$ cat config.mk
export PLATFORM = sky130hd
export DESIGN_NAME = mps_module_end_flat
export DESIGN_NICKNAME = d
export VERILOG_FILES = /design/src/hw/mps_pkg.sv /design/src/hw/mps_if.sv /design/src/hw/mps_module_end.sv /design/src/flat_wrapper.sv
export VERILOG_INCLUDE_DIRS = /design/src /design/src/hw
export SDC_FILE = /design/constraint.sdc
export NUM_CORES = 1
export LEC_CHECK = 0
export BUFFER_PORTS_ARGS = -buffer_cell sky130_fd_sc_hd__buf_4
export CAP_MARGIN = 20
export CORE_MARGIN = 3
export CORE_UTILIZATION = 55
export DETAILED_ROUTE_END_ITERATION = 10
export PLACE_DENSITY_LB_ADDON = 0.2
export SETUP_SLACK_MARGIN = 0.1
export SYNTH_ARGS = -nofsm -noshare
export SYNTH_HDL_FRONTEND = slang
export SYNTH_SLANG_ARGS = --single-unit
$ cat constraint.sdc
create_clock -name clk -period 7.3 [get_ports clk]
set_input_delay 0.73 -clock clk [delete_from_list [all_inputs] [get_ports clk]]
set_output_delay 0.73 -clock clk [all_outputs]
set_load 0.01 [all_outputs]
$ cat src/hw/mps_defines.svh
// Timing counts and reset values shared by both ends of the power link.
// Assumes a single 50 MHz clock on both ends.
`ifndef MPS_DEFINES_SVH
`define MPS_DEFINES_SVH

// Clock rate in kHz, used to turn times into cycle counts.
`define MPS_CLK_KHZ          50000
// Least power button low time in ms.
`define MPS_T1_BUTTON_MS     16
`define MPS_T1_BUTTON_CYC    (`MPS_T1_BUTTON_MS * `MPS_CLK_KHZ)
// Least delay from supply on to supply good in ms.
`define MPS_T4_GOOD_MS       100
`define MPS_T4_GOOD_CYC      (`MPS_T4_GOOD_MS * `MPS_CLK_KHZ)
// Least power-down warning time in ms.
`define MPS_T7_WARN_MS       1
`define MPS_T7_WARN_CYC      (`MPS_T7_WARN_MS * `MPS_CLK_KHZ)
// Carrier reset hold after boot or reset request, in us.
`define MPS_RST_HOLD_US      20
`define MPS_RST_HOLD_CYC     (`MPS_RST_HOLD_US * `MPS_CLK_KHZ / 1000)
// Width of the reset request pulse sent by the carrier, in cycles.
`define MPS_REQ_PULSE_CYC    `MPS_RST_HOLD_CYC
// Synchroniser reset value of the five carrier inputs on the module.
// Bit order: button, reset request, supply good, wake, battery low.
`define MPS_IN_RST           5'h1b
// Synchroniser reset value of the five module outputs on the carrier.
// Bit order: carrier reset, pending, ram, disk, soft off.
`define MPS_OUT_RST          5'h02
`define MPS_CNT_W            32

`endif

$ cat src/hw/mps_pkg.sv
// Types shared by both ends of the power link.
// Assumes mps_defines.svh for the counts.
package mps_pkg;

  // Module power state, from soft off up to running, then the warning and the ram and disk sleep states.
  typedef enum logic [2:0] {
    MPS_OFF, MPS_WAIT_GOOD, MPS_RESET, MPS_RUN, MPS_WARN, MPS_RAM, MPS_DISK
  } mps_state_type;

  // Sleep depth requested by the module's own software.
  typedef enum logic [1:0] {
    MPS_SLP_RAM, MPS_SLP_DISK, MPS_SLP_OFF
  } mps_sleep_type;

endpackage : mps_pkg

$ cat src/hw/mps_if.sv
// Interface carrying the power and reset pins between module and carrier.
// Assumes both ends run on one clock; the pins are plain levels.
`timescale 1ns/100ps
interface mps_if;
  logic power_button_n;
  logic reset_request_n;
  logic supply_good;
  logic general_wake_n;
  logic battery_low_n;
  logic carrier_reset_out_n;
  logic suspend_pending_n;
  logic suspend_to_ram_n;
  logic suspend_to_disk_n;
  logic soft_off_n;

  // Module end drives the reset and sleep-state pins.
  modport module_end (
    input  power_button_n, reset_request_n, supply_good,
    input  general_wake_n, battery_low_n,
    output carrier_reset_out_n, suspend_pending_n,
    output suspend_to_ram_n, suspend_to_disk_n, soft_off_n
  );

  // Carrier end drives the button, reset request, supply and event pins.
  modport carrier_end (
    output power_button_n, reset_request_n, supply_good,
    output general_wake_n, battery_low_n,
    input  carrier_reset_out_n, suspend_pending_n,
    input  suspend_to_ram_n, suspend_to_disk_n, soft_off_n
  );
endinterface : mps_if

$ cat src/hw/mps_module_end.sv
// Module end of the power link: sleep states, carrier reset and wake.
// Assumes the carrier pins arrive asynchronously and one 50 MHz clock.
`timescale 1ns/100ps
`include "mps_defines.svh"

module mps_module_end
  import mps_pkg::*;
#(
  parameter int unsigned WARN_CYC = `MPS_T7_WARN_CYC
) (
  input  wire logic          clk,
  input  wire logic          rst_n,
  mps_if.module_end          link,
  input  wire logic          sleep_valid,
  input  wire mps_sleep_type sleep_depth,
  output mps_state_type      power_state_q,
  output logic               reboot_event_q,
  output logic               wake_event_q,
  output logic               battery_low_q
);

  localparam int unsigned HOLD_CYC = `MPS_RST_HOLD_CYC;
  localparam int          NIN      = 5;
  // Reset levels of the synchronisers, one bit per carrier input.
  localparam logic [NIN-1:0] IN_RST = `MPS_IN_RST;

  // Input bit positions within the synchroniser vector.
  localparam int IN_BTN  = 0;
  localparam int IN_RREQ = 1;
  localparam int IN_GOOD = 2;
  localparam int IN_WAKE = 3;
  localparam int IN_BATT = 4;

  logic [NIN-1:0]           pin_raw;
  logic [NIN-1:0]           sync1_q;
  logic [NIN-1:0]           sync2_q;
  logic [NIN-1:0]           sync3_q;
  logic [NIN-1:0]           stable_q;
  logic [NIN-1:0]           prev_q;
  logic                     btn_fall;
  logic                     rreq_fall;
  logic                     good;
  logic                     wake_low;
  mps_state_type            state_q;
  mps_sleep_type            target_q;
  logic [`MPS_CNT_W-1:0]    cnt_q;
  logic                     cnt_done;

  assign pin_raw = {link.battery_low_n, link.general_wake_n,
                    link.supply_good, link.reset_request_n,
                    link.power_button_n};

  // Three-stage synchronisers; a level counts once stages two and three
  // agree, which also filters a single-cycle glitch on the pin.
  for (genvar i = 0; i < NIN; i++) begin : g_sync
    always_ff @(posedge clk) begin
      if (!rst_n) begin
        sync1_q[i]  <= IN_RST[i];
        sync2_q[i]  <= IN_RST[i];
        sync3_q[i]  <= IN_RST[i];
        stable_q[i] <= IN_RST[i];
      end else begin
        sync1_q[i] <= pin_raw[i];
        sync2_q[i] <= sync1_q[i];
        sync3_q[i] <= sync2_q[i];
        if (sync2_q[i] == sync3_q[i]) begin
          stable_q[i] <= sync3_q[i];
        end
      end
    end
  end

  // Previous stable levels, kept for edge detection.
  always_ff @(posedge clk) begin
    if (!rst_n) begin
      prev_q <= `MPS_IN_RST;
    end else begin
      prev_q <= stable_q;
    end
  end

  // Both buttons act on their falling edge only.
  assign btn_fall  = prev_q[IN_BTN] & ~stable_q[IN_BTN];
  assign rreq_fall = prev_q[IN_RREQ] & ~stable_q[IN_RREQ];
  assign good      = stable_q[IN_GOOD];
  assign wake_low  = ~stable_q[IN_WAKE];
  assign cnt_done  = (cnt_q == '0);

  // Power state sequence; reset leaves the module in soft off.
  always_ff @(posedge clk) begin
    if (!rst_n) begin
      state_q  <= MPS_OFF;
      target_q <= MPS_SLP_OFF;
    end else begin
      unique case (state_q)
        MPS_OFF: begin
          if (btn_fall) begin
            state_q <= MPS_WAIT_GOOD;
          end
        end
        MPS_WAIT_GOOD: begin
          // Boot is held off for as long as supply good stays low.
          if (good) begin
            state_q <= MPS_RESET;
          end
        end
        MPS_RESET: begin
          if (!good) begin
            state_q <= MPS_WAIT_GOOD;
          end else if (cnt_done) begin
            state_q <= MPS_RUN;
          end
        end
        MPS_RUN: begin
          if (!good) begin
            state_q <= MPS_WAIT_GOOD;
          end else if (rreq_fall) begin
            state_q <= MPS_RESET;
          end else if (sleep_valid) begin
            state_q  <= MPS_WARN;
            target_q <= sleep_depth;
          end
        end
        MPS_WARN: begin
          if (cnt_done) begin
            unique case (target_q)
              MPS_SLP_RAM:  state_q <= MPS_RAM;
              MPS_SLP_DISK: state_q <= MPS_DISK;
              default:      state_q <= MPS_OFF;
            endcase
          end
        end
        MPS_RAM, MPS_DISK: begin
          if (btn_fall || wake_low) begin
            state_q <= MPS_WAIT_GOOD;
          end
        end
      endcase
    end
  end

  // Down counter for the reset hold and the power-down warning.
  always_ff @(posedge clk) begin
    if (!rst_n) begin
      cnt_q <= '0;
    end else if (state_q == MPS_WAIT_GOOD ||
                 (state_q == MPS_RUN && rreq_fall)) begin
      cnt_q <= `MPS_CNT_W'(HOLD_CYC - 1);
    end else if (state_q == MPS_RUN && sleep_valid) begin
      cnt_q <= `MPS_CNT_W'(WARN_CYC - 1);
    end else if (!cnt_done) begin
      cnt_q <= cnt_q - 1'b1;
    end
  end

  // Carrier reset and sleep-state pins, registered from the state.
  always_ff @(posedge clk) begin
    if (!rst_n) begin
      link.carrier_reset_out_n <= 1'b0;
      link.suspend_pending_n   <= 1'b0;
      link.suspend_to_ram_n    <= 1'b0;
      link.suspend_to_disk_n   <= 1'b0;
      link.soft_off_n          <= 1'b0;
    end else begin
      // Carrier parts run only while the module is fully up.
      link.carrier_reset_out_n <= (state_q == MPS_RUN ||
                                   state_q == MPS_WARN);
      // Warning leads the sleep states by the warning time.
      link.suspend_pending_n   <= !(state_q == MPS_WARN ||
                                    state_q == MPS_RAM ||
                                    state_q == MPS_DISK ||
                                    state_q == MPS_OFF);
      // Deeper states also assert the shallower pins.
      link.suspend_to_ram_n    <= !(state_q == MPS_RAM ||
                                    state_q == MPS_DISK ||
                                    state_q == MPS_OFF);
      link.suspend_to_disk_n   <= !(state_q == MPS_DISK ||
                                    state_q == MPS_OFF);
      link.soft_off_n          <= !(state_q == MPS_OFF);
    end
  end

  // User-side state and event report.
  always_ff @(posedge clk) begin
    if (!rst_n) begin
      power_state_q  <= MPS_OFF;
      reboot_event_q <= 1'b0;
      wake_event_q   <= 1'b0;
      battery_low_q  <= 1'b0;
    end else begin
      power_state_q  <= state_q;
      reboot_event_q <= (state_q == MPS_RUN) && good && rreq_fall;
      wake_event_q   <= (state_q == MPS_RAM || state_q == MPS_DISK) &&
                        (btn_fall || wake_low);
      // Low battery is passed on as a level for software to act upon.
      battery_low_q  <= ~stable_q[IN_BATT];
    end
  end

endmodule : mps_module_end

$ cat src/flat_wrapper.sv
// flat-port wrapper written by rule: the top's interface ports become plain ports
module mps_module_end_flat import mps_pkg::*;
#(
  parameter int unsigned WARN_CYC = `MPS_T7_WARN_CYC
)
  (clk, rst_n, sleep_valid, sleep_depth, power_state_q, reboot_event_q, wake_event_q, battery_low_q, link_power_button_n, link_reset_request_n, link_supply_good, link_general_wake_n, link_battery_low_n, link_carrier_reset_out_n, link_suspend_pending_n, link_suspend_to_ram_n, link_suspend_to_disk_n, link_soft_off_n);
  mps_if link_i ();
  input  wire logic clk;
  input  wire logic rst_n;
  input  wire logic sleep_valid;
  input  wire mps_sleep_type sleep_depth;
  output mps_state_type power_state_q;
  output logic reboot_event_q;
  output logic wake_event_q;
  output logic battery_low_q;
  input wire logic [$bits(link_i.power_button_n)-1:0] link_power_button_n;
  input wire logic [$bits(link_i.reset_request_n)-1:0] link_reset_request_n;
  input wire logic [$bits(link_i.supply_good)-1:0] link_supply_good;
  input wire logic [$bits(link_i.general_wake_n)-1:0] link_general_wake_n;
  input wire logic [$bits(link_i.battery_low_n)-1:0] link_battery_low_n;
  output wire logic [$bits(link_i.carrier_reset_out_n)-1:0] link_carrier_reset_out_n;
  output wire logic [$bits(link_i.suspend_pending_n)-1:0] link_suspend_pending_n;
  output wire logic [$bits(link_i.suspend_to_ram_n)-1:0] link_suspend_to_ram_n;
  output wire logic [$bits(link_i.suspend_to_disk_n)-1:0] link_suspend_to_disk_n;
  output wire logic [$bits(link_i.soft_off_n)-1:0] link_soft_off_n;
  assign link_i.power_button_n = link_power_button_n;
  assign link_i.reset_request_n = link_reset_request_n;
  assign link_i.supply_good = link_supply_good;
  assign link_i.general_wake_n = link_general_wake_n;
  assign link_i.battery_low_n = link_battery_low_n;
  assign link_carrier_reset_out_n = link_i.carrier_reset_out_n;
  assign link_suspend_pending_n = link_i.suspend_pending_n;
  assign link_suspend_to_ram_n = link_i.suspend_to_ram_n;
  assign link_suspend_to_disk_n = link_i.suspend_to_disk_n;
  assign link_soft_off_n = link_i.soft_off_n;
  mps_module_end #(.WARN_CYC(WARN_CYC)) u_core (.clk(clk), .rst_n(rst_n), .link(link_i), .sleep_valid(sleep_valid), .sleep_depth(sleep_depth), .power_state_q(power_state_q), .reboot_event_q(reboot_event_q), .wake_event_q(wake_event_q), .battery_low_q(battery_low_q));
endmodule
Word-level counts from Yosys, hierarchy flattened --
Cells that the tools add are included.
Word-level totals: output and inout bits 11, input bits 10, word-level logic and storage cells 104, flip-flop bits (word level) 70
Operators by class: multiplexer cells 14, add/subtract/negate cells 1, equal/unequal tests 20, reduce and logical (&&, ||, !) cells 26, bitwise gates (word level) 8
Operators by type and width (count):
- $logic_not A32 Y1 | 1
- $mux W16 | 2
- $sub A32 B1 Y32 const B | 1
- $mux W3 | 9
- $pmux W3 S6 | 1
- $mux W10 | 1
- $eq A3 B3 Y1 const B | 3
- $logic_or A1 B1 Y1 | 9
- $ne A2 B1 Y1 const B | 4
- $eq A3 B2 Y1 const B | 2
- $ne A3 B3 Y1 const B | 2
- $not A1 Y1 | 6
- $pmux W3 S2 | 1
- $reduce_and A6 Y1 | 1
- $eq A1 B1 Y1 | 5
- $logic_and A1 B1 Y1 | 5
- $logic_not A1 Y1 | 4
- $ne A4 B4 Y1 const B | 1
- $reduce_and A4 Y1 | 1
- $reduce_or A2 Y1 | 2
- $eq A3 B1 Y1 const B | 1
- $logic_not A3 Y1 | 1
- $reduce_or A3 Y1 | 1
- $and A1 B1 Y1 | 2
- 3 further kinds | 3

Depth between registers and ports, before layout --
Gate-level depths: netlist of run 1.
depth after elaboration 5, mapped depth 9, depth with buffers taken out 7

Worst setup path before layout of run 1 --
Ideal clock, no wire load.
kind register to register, start point register u_core.cnt_q[24], end point register u_core.cnt_q[9], setup slack 4.900 ns, clock period less this slack 2.400 ns, setup time 0.120 ns, data required time 7.180 ns, cell stages (with the launch flop) 9, data arrival time 2.281 ns, buffers on the path 3, cell sequence dfxtp_1 -> or4_4 -> or4_4 -> buf_6 -> o31ai_4 -> buf_6 -> buf_12 -> nor4_2 -> o31a_1
On the way: cells in the longest elaborated chain, start to end 2
RTL lines:
- from (decl) | RTL line mps_module_end.sv:46 | logic [`MPS_CNT_W-1:0] cnt_q;
- from (signal assigned) | RTL line mps_module_end.sv:148 | cnt_q <= `MPS_CNT_W'(HOLD_CYC - 1);
- from (signal assigned) | RTL line mps_module_end.sv:150 | cnt_q <= `MPS_CNT_W'(WARN_CYC - 1);
- from (signal assigned) | RTL line mps_module_end.sv:152 | cnt_q <= cnt_q - 1'b1;
- $logic_not A32 Y1 | RTL line mps_module_end.sv:87 | assign cnt_done = (cnt_q == '0);
- $ne A3 B3 Y1 (no source line)
No other way between the ends. A chain may end at the register's enable or synchronous reset.

Worst setup path in the final report of run 1 --
start point register u_core.cnt_q[25], end point register u_core.cnt_q[9]
Same word-level chain as after synthesis.

==> impl_metrics.tcl, run 1 <==
set metrics [dict create \
    top_layer_used "met4" \
    antenna_cells 0 \
    ant_nets 0 \
    grt_pass1_vias 2225 \
    async_flop_share_pct 0 \
    timing.rr.start "u_core.cnt_q[25]" \
    p_sw_share_pct 44.4 \
    fin_tns_setup_ns 0 \
    num_io_pins 21 \
    setup_ws_ns 4.64 \
    max_freq_mhz 376 \
    vias_per_cell 6.00 \
    wl_met3_um 260 \
    cp_data_arrival_time_ns 2.90 \
    fin_worst_skew_ns 0.0143 \
    syn_avg_cell_area_um2 9.22 \
    maxCapViolCount 0 \
    drc 0 \
    ys_seq_elements 70 \
    antenna_found_initial 0 \
    coreArea_um2 5170 \
    final.period_utilization_pct 36.5 \
    cts_tree "done" \
    r2r_end "u_core.cnt_q[9]" \
    rows 26 \
    syn_nets 334 \
    internal-power_uw 887 \
    yosysSeqAreaShare_pct 47.0 \
    wl_met2_mm 2.68 \
    clkPwrFrac_pct 18.2 \
    powerDensity_nw_per_um2 482 \
    grt_pass1_wl_mm 10.1 \
    drt-total-wl_mm 5.77 \
    clock_latency_ns 0.35 \
    die_height_um 79.6 \
    synth.most_common_cell "dfxtp_1" \
    drt_iter0_drc 218 \
    crit_fanout 21 \
    tightest_slew_ns 0.803 \
    via_count 2480 \
    yosysWarnings 0 \
    fp.dieW_um 79.6 \
    synth_cell_types 53 \
    cts.path.max_buffers 2 \
    port_buffers 20 \
    wl_met1_mm 2.74 \
    cts.sink_count 70 \
    dominantRegCellSynth "dfxtp_1" \
    grt_remaining_overflow 0 \
    critPathRequiredTime_ns 7.54 \
    drt_pre_antenna_iters 4 \
    grt_max_degree 36 \
    finalMaxSlewViolations 0 \
    crit_start "u_core.cnt_q[25]" \
    synthTopCellsByCount "70 x dfxtp_1, 23 x nor2_1, 22 x nand2_1, 19 x a21oi_1, 19 x nand2b_1" \
    rrSetupSlack_ns 4.64 \
    layout-drive-gt1-share_pct 13.1 \
    final_util_pct 64.0 \
    slew_headroom_pct 46.5 \
    dpl.hpwl_mm 3.97 \
    postCtsHoldBufs 0 \
    track_usage_pct 19.9 \
    leakagePower_nw 1.22 \
    cts_resized 0 \
    dpl.cell_count 397 \
    synthTopCellsByArea "dfxtp_1 47%, nand2b_1 4.0%, a21oi_1 3.2%, or3_1 2.9%, nor2_1 2.9%" \
    start_util_pct 57.6 \
    worst-r2r-cell-count 5 \
    sequentialPowerShare_pct 34.9 \
    setup_viol 0 \
    min_from "u_core.sync1_q[0]" \
    cts_max_level 3 \
    synth_top_area_share_pct 47.0 \
    rsz0062_at_grt "false" \
    hold_viol_final 0 \
    combPwrFrac_pct 46.9 \
    cts_buffers 9 \
    path_clk_slew_ns 0.09 \
    clock-root-buffer "clkbuf_8" \
    syn_inst 323 \
    place_ws_ns 4.66 \
    end_kind "register" \
    outcome "completed" \
    post-route-min-period_ns 2.66 \
    ir_worst_vdd_v 0.000274 \
    total_power_mw 1.59 \
    fin_cells 413 \
    synth_edf_count 0 \
    wl_per_cell_um 14.0 \
    min_path_cells 1 \
    holdCritPathClass "reg -> reg" \
    synth_top_area_cell "dfxtp_1" \
    nNetsFinal 349 \
    post_cts_buffers 0 \
    power_switching_uw 707 \
    die_area_um2 6340 \
    syn_area_um2 2980 \
    critPathKind "reg -> reg" \
    cp-start-kind "register" \
    areaGrowthSynthToFinish_pct 11.1 \
    min_to "u_core.sync2_q[0]" \
    gp_routability_congestion 0.840 \
]
## critical path, cell delays in order, from the launching register on
cell and delay, ns:
dfxtp_1 0.35, or4_4 0.56, or4_4 0.56, o31ai_4 0.72, nor4_2 0.06, o31a_1 0.29
## power groups by stage
stage / clock, mW / combinational [mW] / sequential, mW
2_1_floorplan: 0 / 0.688 / 0.533
3_3_place_gp: 0 / 0.729 / 0.560
3_5_place_dp: 0 / 0.740 / 0.562
4_1_cts: 0.297 / 0.748 / 0.554
5_1_grt: 0.312 / 0.841 / 0.571
6_report: 0.289 / 0.748 / 0.556
## sequential cells by signal, summed over array words and instances (netlist names), 2 cells and up
register / count
u_core.cnt_q: 32
u_core.sync3_q: 5
u_core.prev_q: 2
u_core.power_state_q: 3
u_core.sync2_q: 5
u_core.sync1_q: 5
u_core.state_q: 3
u_core.target_q: 2
u_core.stable_q: 4
## routing by layer
metal  GRT usage, %  up-vias
li1               -     1227
met1           27.1     1180
met2           30.5       63
met3           4.06       10
met4           8.59        0
met5              0        -
## layout by cell type, fill, tap and decap left out, types with 5 or more instances in the layout
cell,count
o21a_1,5
nor2_1,23
nand2_1,22
mux2i_1,5
or3_1,14
nand3_1,8
a21oi_1,19
nor4_1,7
clkbuf_8,9
nand2b_1,19
dfxtp_1,70
xnor2_1,6
inv_1,6
or4_1,11
nor3_1,7
o31ai_1,7
o31a_1,5
o21ai_1,5
buf_4,20
o21ai_0,11
## how the worst max path moves through the flow
stage | end | cells past startpoint
after floorplan | u_core.cnt_q[9] | 8
after global placement | u_core.cnt_q[9] | 5
after detailed placement | u_core.cnt_q[9] | 5
after CTS | u_core.cnt_q[17] | 5
after global routing | u_core.cnt_q[17] | 5
final | u_core.cnt_q[9] | 5
## cells by family after synthesis
family                   share of synthesized area [%]
flip-flops                                        47.0
buffers and inverters                             3.99
multiplexers                                      1.68
adder cells (fa/ha/maj)                          0.420
AO/OA/AOI/OAI                                     17.6
XOR/XNOR                                          2.94
AND/OR/NAND/NOR                                   26.3
## metrics by stage
step                hold WS [ns]  cell area [µm²]
floorplan                  0.386             2980
global placement           0.389             3120
detailed placement         0.398             3120
CTS                        0.419             3310
global route               0.425             3310
finish                     0.412             3310
## cell type report
class / count / area [µm²]
fillers: 436 / 1860
clock buffers: 9 / 124
well taps: 70 / 87.6
clock inverters: 7 / 61.3
flip-flops and latches: 70 / 1400
repair buffers: 20 / 150
inverters: 7 / 26.3
multi-input cells: 230 / 1460
Power figures use the tool's default switching activity.
==> run 2: changes to the inputs <==
--- a/config.mk
+++ b/config.mk
@@ -9,7 +9,7 @@
 export BUFFER_PORTS_ARGS = -buffer_cell sky130_fd_sc_hd__buf_4
 export CAP_MARGIN = 20
 export CORE_MARGIN = 3
-export CORE_UTILIZATION = 55
+export CORE_UTILIZATION = 53
 export DETAILED_ROUTE_END_ITERATION = 10
 export PLACE_DENSITY_LB_ADDON = 0.2
 export SETUP_SLACK_MARGIN = 0.1
==> constraint.sdc (replaced) <==
create_clock -name clk -period 2.4 [get_ports clk]
set_input_delay 0.24 -clock clk [delete_from_list [all_inputs] [get_ports clk]]
set_output_delay 0.24 -clock clk [all_outputs]
set_load 0.01 [all_outputs]
==> impl_metrics.tcl, run 2 (same netlist as run 1, synthesis figures left out) <==
set metrics [dict create \
    maxCapViolCount 0 \
    antenna_cells 0 \
    max_freq_mhz 443 \
    gp_routability_congestion 0.867 \
    antenna_found_initial 0 \
    powerDensity_nw_per_um2 1540 \
    fin_tns_setup_ns 0 \
    cp-start-kind "register" \
    critPathKind "reg -> reg" \
    clock-root-buffer "clkbuf_8" \
    setup_ws_ns 0.142 \
    drt_iter0_drc 184 \
    dpl.hpwl_mm 4.22 \
    num_io_pins 21 \
    grt_pass1_vias 2245 \
    ir_worst_vdd_v 0.00103 \
    grt_pass1_wl_mm 10.3 \
    rsz0062_at_grt "true" \
    drc 0 \
    critPathRequiredTime_ns 2.64 \
    clock_latency_ns 0.35 \
    combPwrFrac_pct 53.1 \
    vias_per_cell 5.72 \
    grt_max_degree 35 \
    wl_per_cell_um 13.8 \
    rows 26 \
    drt_pre_antenna_iters 4 \
    port_buffers 20 \
    finalMaxSlewViolations 0 \
    clkPwrFrac_pct 16.3 \
    placed_area_um2 3320 \
    cts.sink_count 70 \
    postCtsHoldBufs 0 \
    grt_remaining_overflow 0 \
    ant_nets 0 \
    tightest_slew_ns 0.465 \
    p_sw_share_pct 42.2 \
    slew_headroom_pct 68.8 \
    leakagePower_nw 1.35 \
    start_util_pct 56.5 \
    fin_cells 436 \
    post-route-min-period_ns 2.26 \
    outcome "completed" \
    cts_max_level 3 \
    cp_data_arrival_time_ns 2.50 \
    crit_fanout 16 \
    die_area_um2 6560 \
    fin_worst_skew_ns 0.00838 \
    setup_viol 0 \
    layout_common_cells "68 x dfxtp_1, 42 x buf_4, 23 x nor2_1" \
    cts_buffers 9 \
    place_ws_ns 0.129 \
    internal-power_mw 3.14 \
    cts.path.max_buffers 2 \
    largest-register "u_core.cnt_q" \
    via_count 2492 \
    coreArea_um2 5270 \
    stdcell_area_um2 3520 \
    largest_reg_flops 32 \
    final.period_utilization_pct 94.1 \
    die_height_um 81.0 \
    track_usage_pct 20.6 \
    layout-drive-gt1-share_pct 20.8 \
    hold_viol_final 0 \
    cts_tree "done" \
    path_clk_slew_ns 0.08 \
    end_kind "register" \
    dpl.cell_count 420 \
    power_switching_mw 2.29 \
    areaGrowthSynthToFinish_pct 18.3 \
    final_common_cell "dfxtp_1" \
    sequentialPowerShare_pct 30.5 \
    nNetsFinal 372 \
    fp.dieW_um 81.0 \
    drt-total-wl_mm 6.03 \
    holdCritPathClass "in -> reg" \
]
## run 2: area by class of cell
cell class	count	area (µm²)
Clock buffer	9	124
Clock inverter	7	62.6
Fill cell	430	1750
Inverter	7	26.3
Multi-Input combinational cell	230	1480
Sequential cell	70	1400
Tap cell	70	87.6
Timing Repair Buffer	43	335
## run 2: critical path, stage by stage, from the launching register on
cell and delay (ns):
dfxtp_2 0.33, or4_4 0.55, or4_4 0.56, o31ai_4 0.25, buf_12 0.18, nor4_2 0.04, o31a_1 0.24
## run 2: per-layer routing
metal | part of all wire, % | vias up | GRT usage (%) | routed length, µm
li1 | - | 1264 | - | -
met3 | 4.9 | 13 | 5.65 | 298
met4 | 2.3 | 0 | 10.3 | 137
met5 | 0 | - | 0 | 0
met2 | 44 | 67 | 30.6 | 2680
met1 | 48 | 1148 | 27.4 | 2920
## run 2: per-stage QoR
stage / utilization, % / hold WS, ns / power, mW
after global placement: 62.9 / 0.388 / 4.43
after CTS: 66.5 / 0.0425 / 5.38
after detailed placement: 62.9 / 0.395 / 4.48
after floorplan: - / 0.313 / 3.74
final: 66.9 / 0.0608 / 5.43
after global routing: 66.9 / 0.0428 / 5.87
## run 2: timing repair
item,CTS,global route
endpoints found under the setup margin,0,8
resized for setup,0,5
buffers inserted,0,0
## run 2: worst paths after layout
path	from	endpoint	slack [ns]	cells past startpoint
max reg2reg	u_core.cnt_q[21]	u_core.cnt_q[9]	0.14	6
max	u_core.cnt_q[21]	u_core.cnt_q[9]	0.14	6
min	link_battery_low_n	u_core.sync1_q[4]	0.06	2
min reg2reg	u_core.sync1_q[1]	u_core.sync2_q[1]	0.41	1
## run 2: power by group through the flow
stage | sequential (mW) | clock, mW | combinational [mW]
floorplan | 1.63 | 0 | 2.11
global placement | 1.66 | 0 | 2.77
detailed placement | 1.66 | 0 | 2.81
CTS | 1.64 | 0.923 | 2.82
global route | 1.69 | 0.980 | 3.20
finish | 1.66 | 0.888 | 2.89
==> run 3: changes to the inputs <==
--- a/config.mk
+++ b/config.mk
@@ -9,10 +9,11 @@
 export BUFFER_PORTS_ARGS = -buffer_cell sky130_fd_sc_hd__buf_4
 export CAP_MARGIN = 20
 export CORE_MARGIN = 3
-export CORE_UTILIZATION = 53
+export CORE_UTILIZATION = 50
 export DETAILED_ROUTE_END_ITERATION = 10
+export HOLD_SLACK_MARGIN = 0.12
 export PLACE_DENSITY_LB_ADDON = 0.2
-export SETUP_SLACK_MARGIN = 0.1
+export SETUP_SLACK_MARGIN = 0.02
 export SYNTH_ARGS = -nofsm -noshare
 export SYNTH_HDL_FRONTEND = slang
 export SYNTH_SLANG_ARGS = --single-unit
==> impl_metrics.tcl, run 3 (same netlist as run 1, synthesis figures left out) <==
set metrics [dict create \
    nNetsFinal 375 \
    fp.dieW_um 83.2 \
    outcome "completed" \
    vias_per_cell 5.84 \
    final.period_utilization_pct 96.9 \
    cp_data_arrival_time_ns 2.57 \
    cts.sink_count 70 \
    setup_viol 0 \
    tightest_slew_ns 0.438 \
    final_common_cell "dfxtp_1" \
    worst-r2r-cell-count 6 \
    largest-register "u_core.cnt_q" \
    ir_worst_vdd_v 0.000915 \
    combPwrFrac_pct 52.0 \
    busiest_layer "met2" \
    critPathRequiredTime_ns 2.65 \
    layout_common_cells "69 x dfxtp_1, 39 x buf_4, 23 x nor2_1" \
    max_freq_mhz 430 \
    num_io_pins 21 \
    powerDensity_nw_per_um2 1560 \
    grt_pass1_wl_mm 11.2 \
    finalMaxSlewViolations 0 \
    holdCritPathClass "in -> reg" \
    grt_use_met3_pct 5.46 \
    gp_routability_congestion 0.873 \
    critPathKind "reg -> reg" \
    p_sw_share_pct 41.8 \
    whs_ns 0.162 \
    cts_buffers 9 \
    rsz0062_at_grt "true" \
    antenna_found_initial 0 \
    drt_pre_antenna_iters 4 \
    hold_viol_final 0 \
    drc 0 \
    crit_fanout 21 \
    min_from "sleep_depth[0]" \
    leakagePower_nw 1.36 \
    rows 27 \
    min_to "u_core.target_q[0]" \
    grt_remaining_overflow 0 \
    drt-total-wl_mm 6.35 \
    wl_per_cell_um 14.4 \
    fin_worst_skew_ns 0.00672 \
    die_height_um 83.2 \
    power_switching_mw 2.32 \
    layout-drive-gt1-share_pct 19.0 \
    cts_max_level 3 \
    slew_headroom_pct 70.5 \
    port_buffers 20 \
    grt_max_degree 36 \
    track_usage_pct 19.7 \
    dpl.hpwl_mm 4.29 \
    maxCapViolCount 0 \
    clock_latency_ns 0.35 \
    fin_tns_setup_ns 0 \
    start_util_pct 52.8 \
    end_kind "register" \
    min_path_cells 3 \
    areaGrowthSynthToFinish_pct 19.9 \
    grt_pass1_vias 2349 \
    dpl.cell_count 419 \
    sequentialPowerShare_pct 30.5 \
    internal-power_mw 3.24 \
    coreArea_um2 5640 \
    largest_reg_flops 32 \
    antenna_cells 0 \
    path_clk_slew_ns 0.08 \
    cp-start-kind "register" \
    rrSetupSlack_ns 0.07 \
    die_area_um2 6920 \
    cts_tree "done" \
    clkPwrFrac_pct 17.5 \
    drt_iter0_drc 156 \
    fin_cells 441 \
    met2_usage_pct 28.6 \
    clock-root-buffer "clkbuf_8" \
    post-route-min-period_ns 2.33 \
    grtUsageMet1_pct 27.5 \
    cts.path.max_buffers 2 \
    via_count 2576 \
    r2r_end "u_core.cnt_q[9]" \
    ant_nets 0 \
    timing.rr.start "u_core.cnt_q[20]" \
]
==> run 3: final cells by class <==
class,count,area (µm²)
Fill cell,464,2070
Multi-Input combinational cell,230,1480
Sequential cell,70,1400
Timing Repair Buffer,46,373
Clock buffer,9,124
Tap cell,72,90.1
Clock inverter,7,80.1
Inverter,7,26.3
==> run 3: per-layer routing <==
| metal | vias up | part of all wire (%) | wire, µm |
|---|---|---|---|
| li1 | 1271 | - | - |
| met1 | 1223 | 48 | 3050 |
| met2 | 66 | 45 | 2830 |
| met3 | 16 | 5.0 | 320 |
| met4 | 0 | 2.4 | 155 |
| met5 | - | 0 | 0 |
==> run 3: critical path, cell delays in order (launching register included) <==
cell and delay [ns]:
dfxtp_1 0.35, or4_4 0.56, or4_4 0.57, o31ai_4 0.23, buf_12 0.19, nor4_2 0.05, o31a_1 0.27
==> run 3: how the worst max path moves through the flow <==
stage                      from                to
6_report       u_core.cnt_q[20]   u_core.cnt_q[9]
5_1_grt        u_core.cnt_q[20]   u_core.cnt_q[9]
4_1_cts        u_core.cnt_q[25]  u_core.cnt_q[18]
3_5_place_dp   u_core.cnt_q[25]  u_core.cnt_q[18]
3_3_place_gp    u_core.cnt_q[3]  u_core.cnt_q[17]
2_1_floorplan  u_core.cnt_q[24]   u_core.cnt_q[9]
==> run 3: what timing repair did <==
item,4_1_cts,5_1_grt
setup buffers,0,0
gates resized for setup,0,5
endpoints found under the hold margin,6,0
endpoints found under the setup margin,0,5
hold buffers,6,0
==> run 3: power by group through the flow <==
stage               Clock, mW  Combinational [mW]  Sequential [mW]
CTS                     0.994                2.82             1.68
global route             1.04                3.21             1.74
floorplan                   0                2.09             1.62
detailed placement          0                2.78             1.70
global placement            0                2.75             1.69
finish                  0.975                2.90             1.69
==> run 3: through the flow <==
step	power, mW	utilization [%]	instance area, µm²	setup WS (ns)
floorplan	3.72	-	2980	0.0433
global placement	4.44	58.3	3290	0.129
detailed placement	4.48	58.3	3290	0.0805
CTS	5.50	63.0	3550	0.0581
global route	5.98	63.3	3570	0.00596
finish	5.56	63.3	3570	0.0745
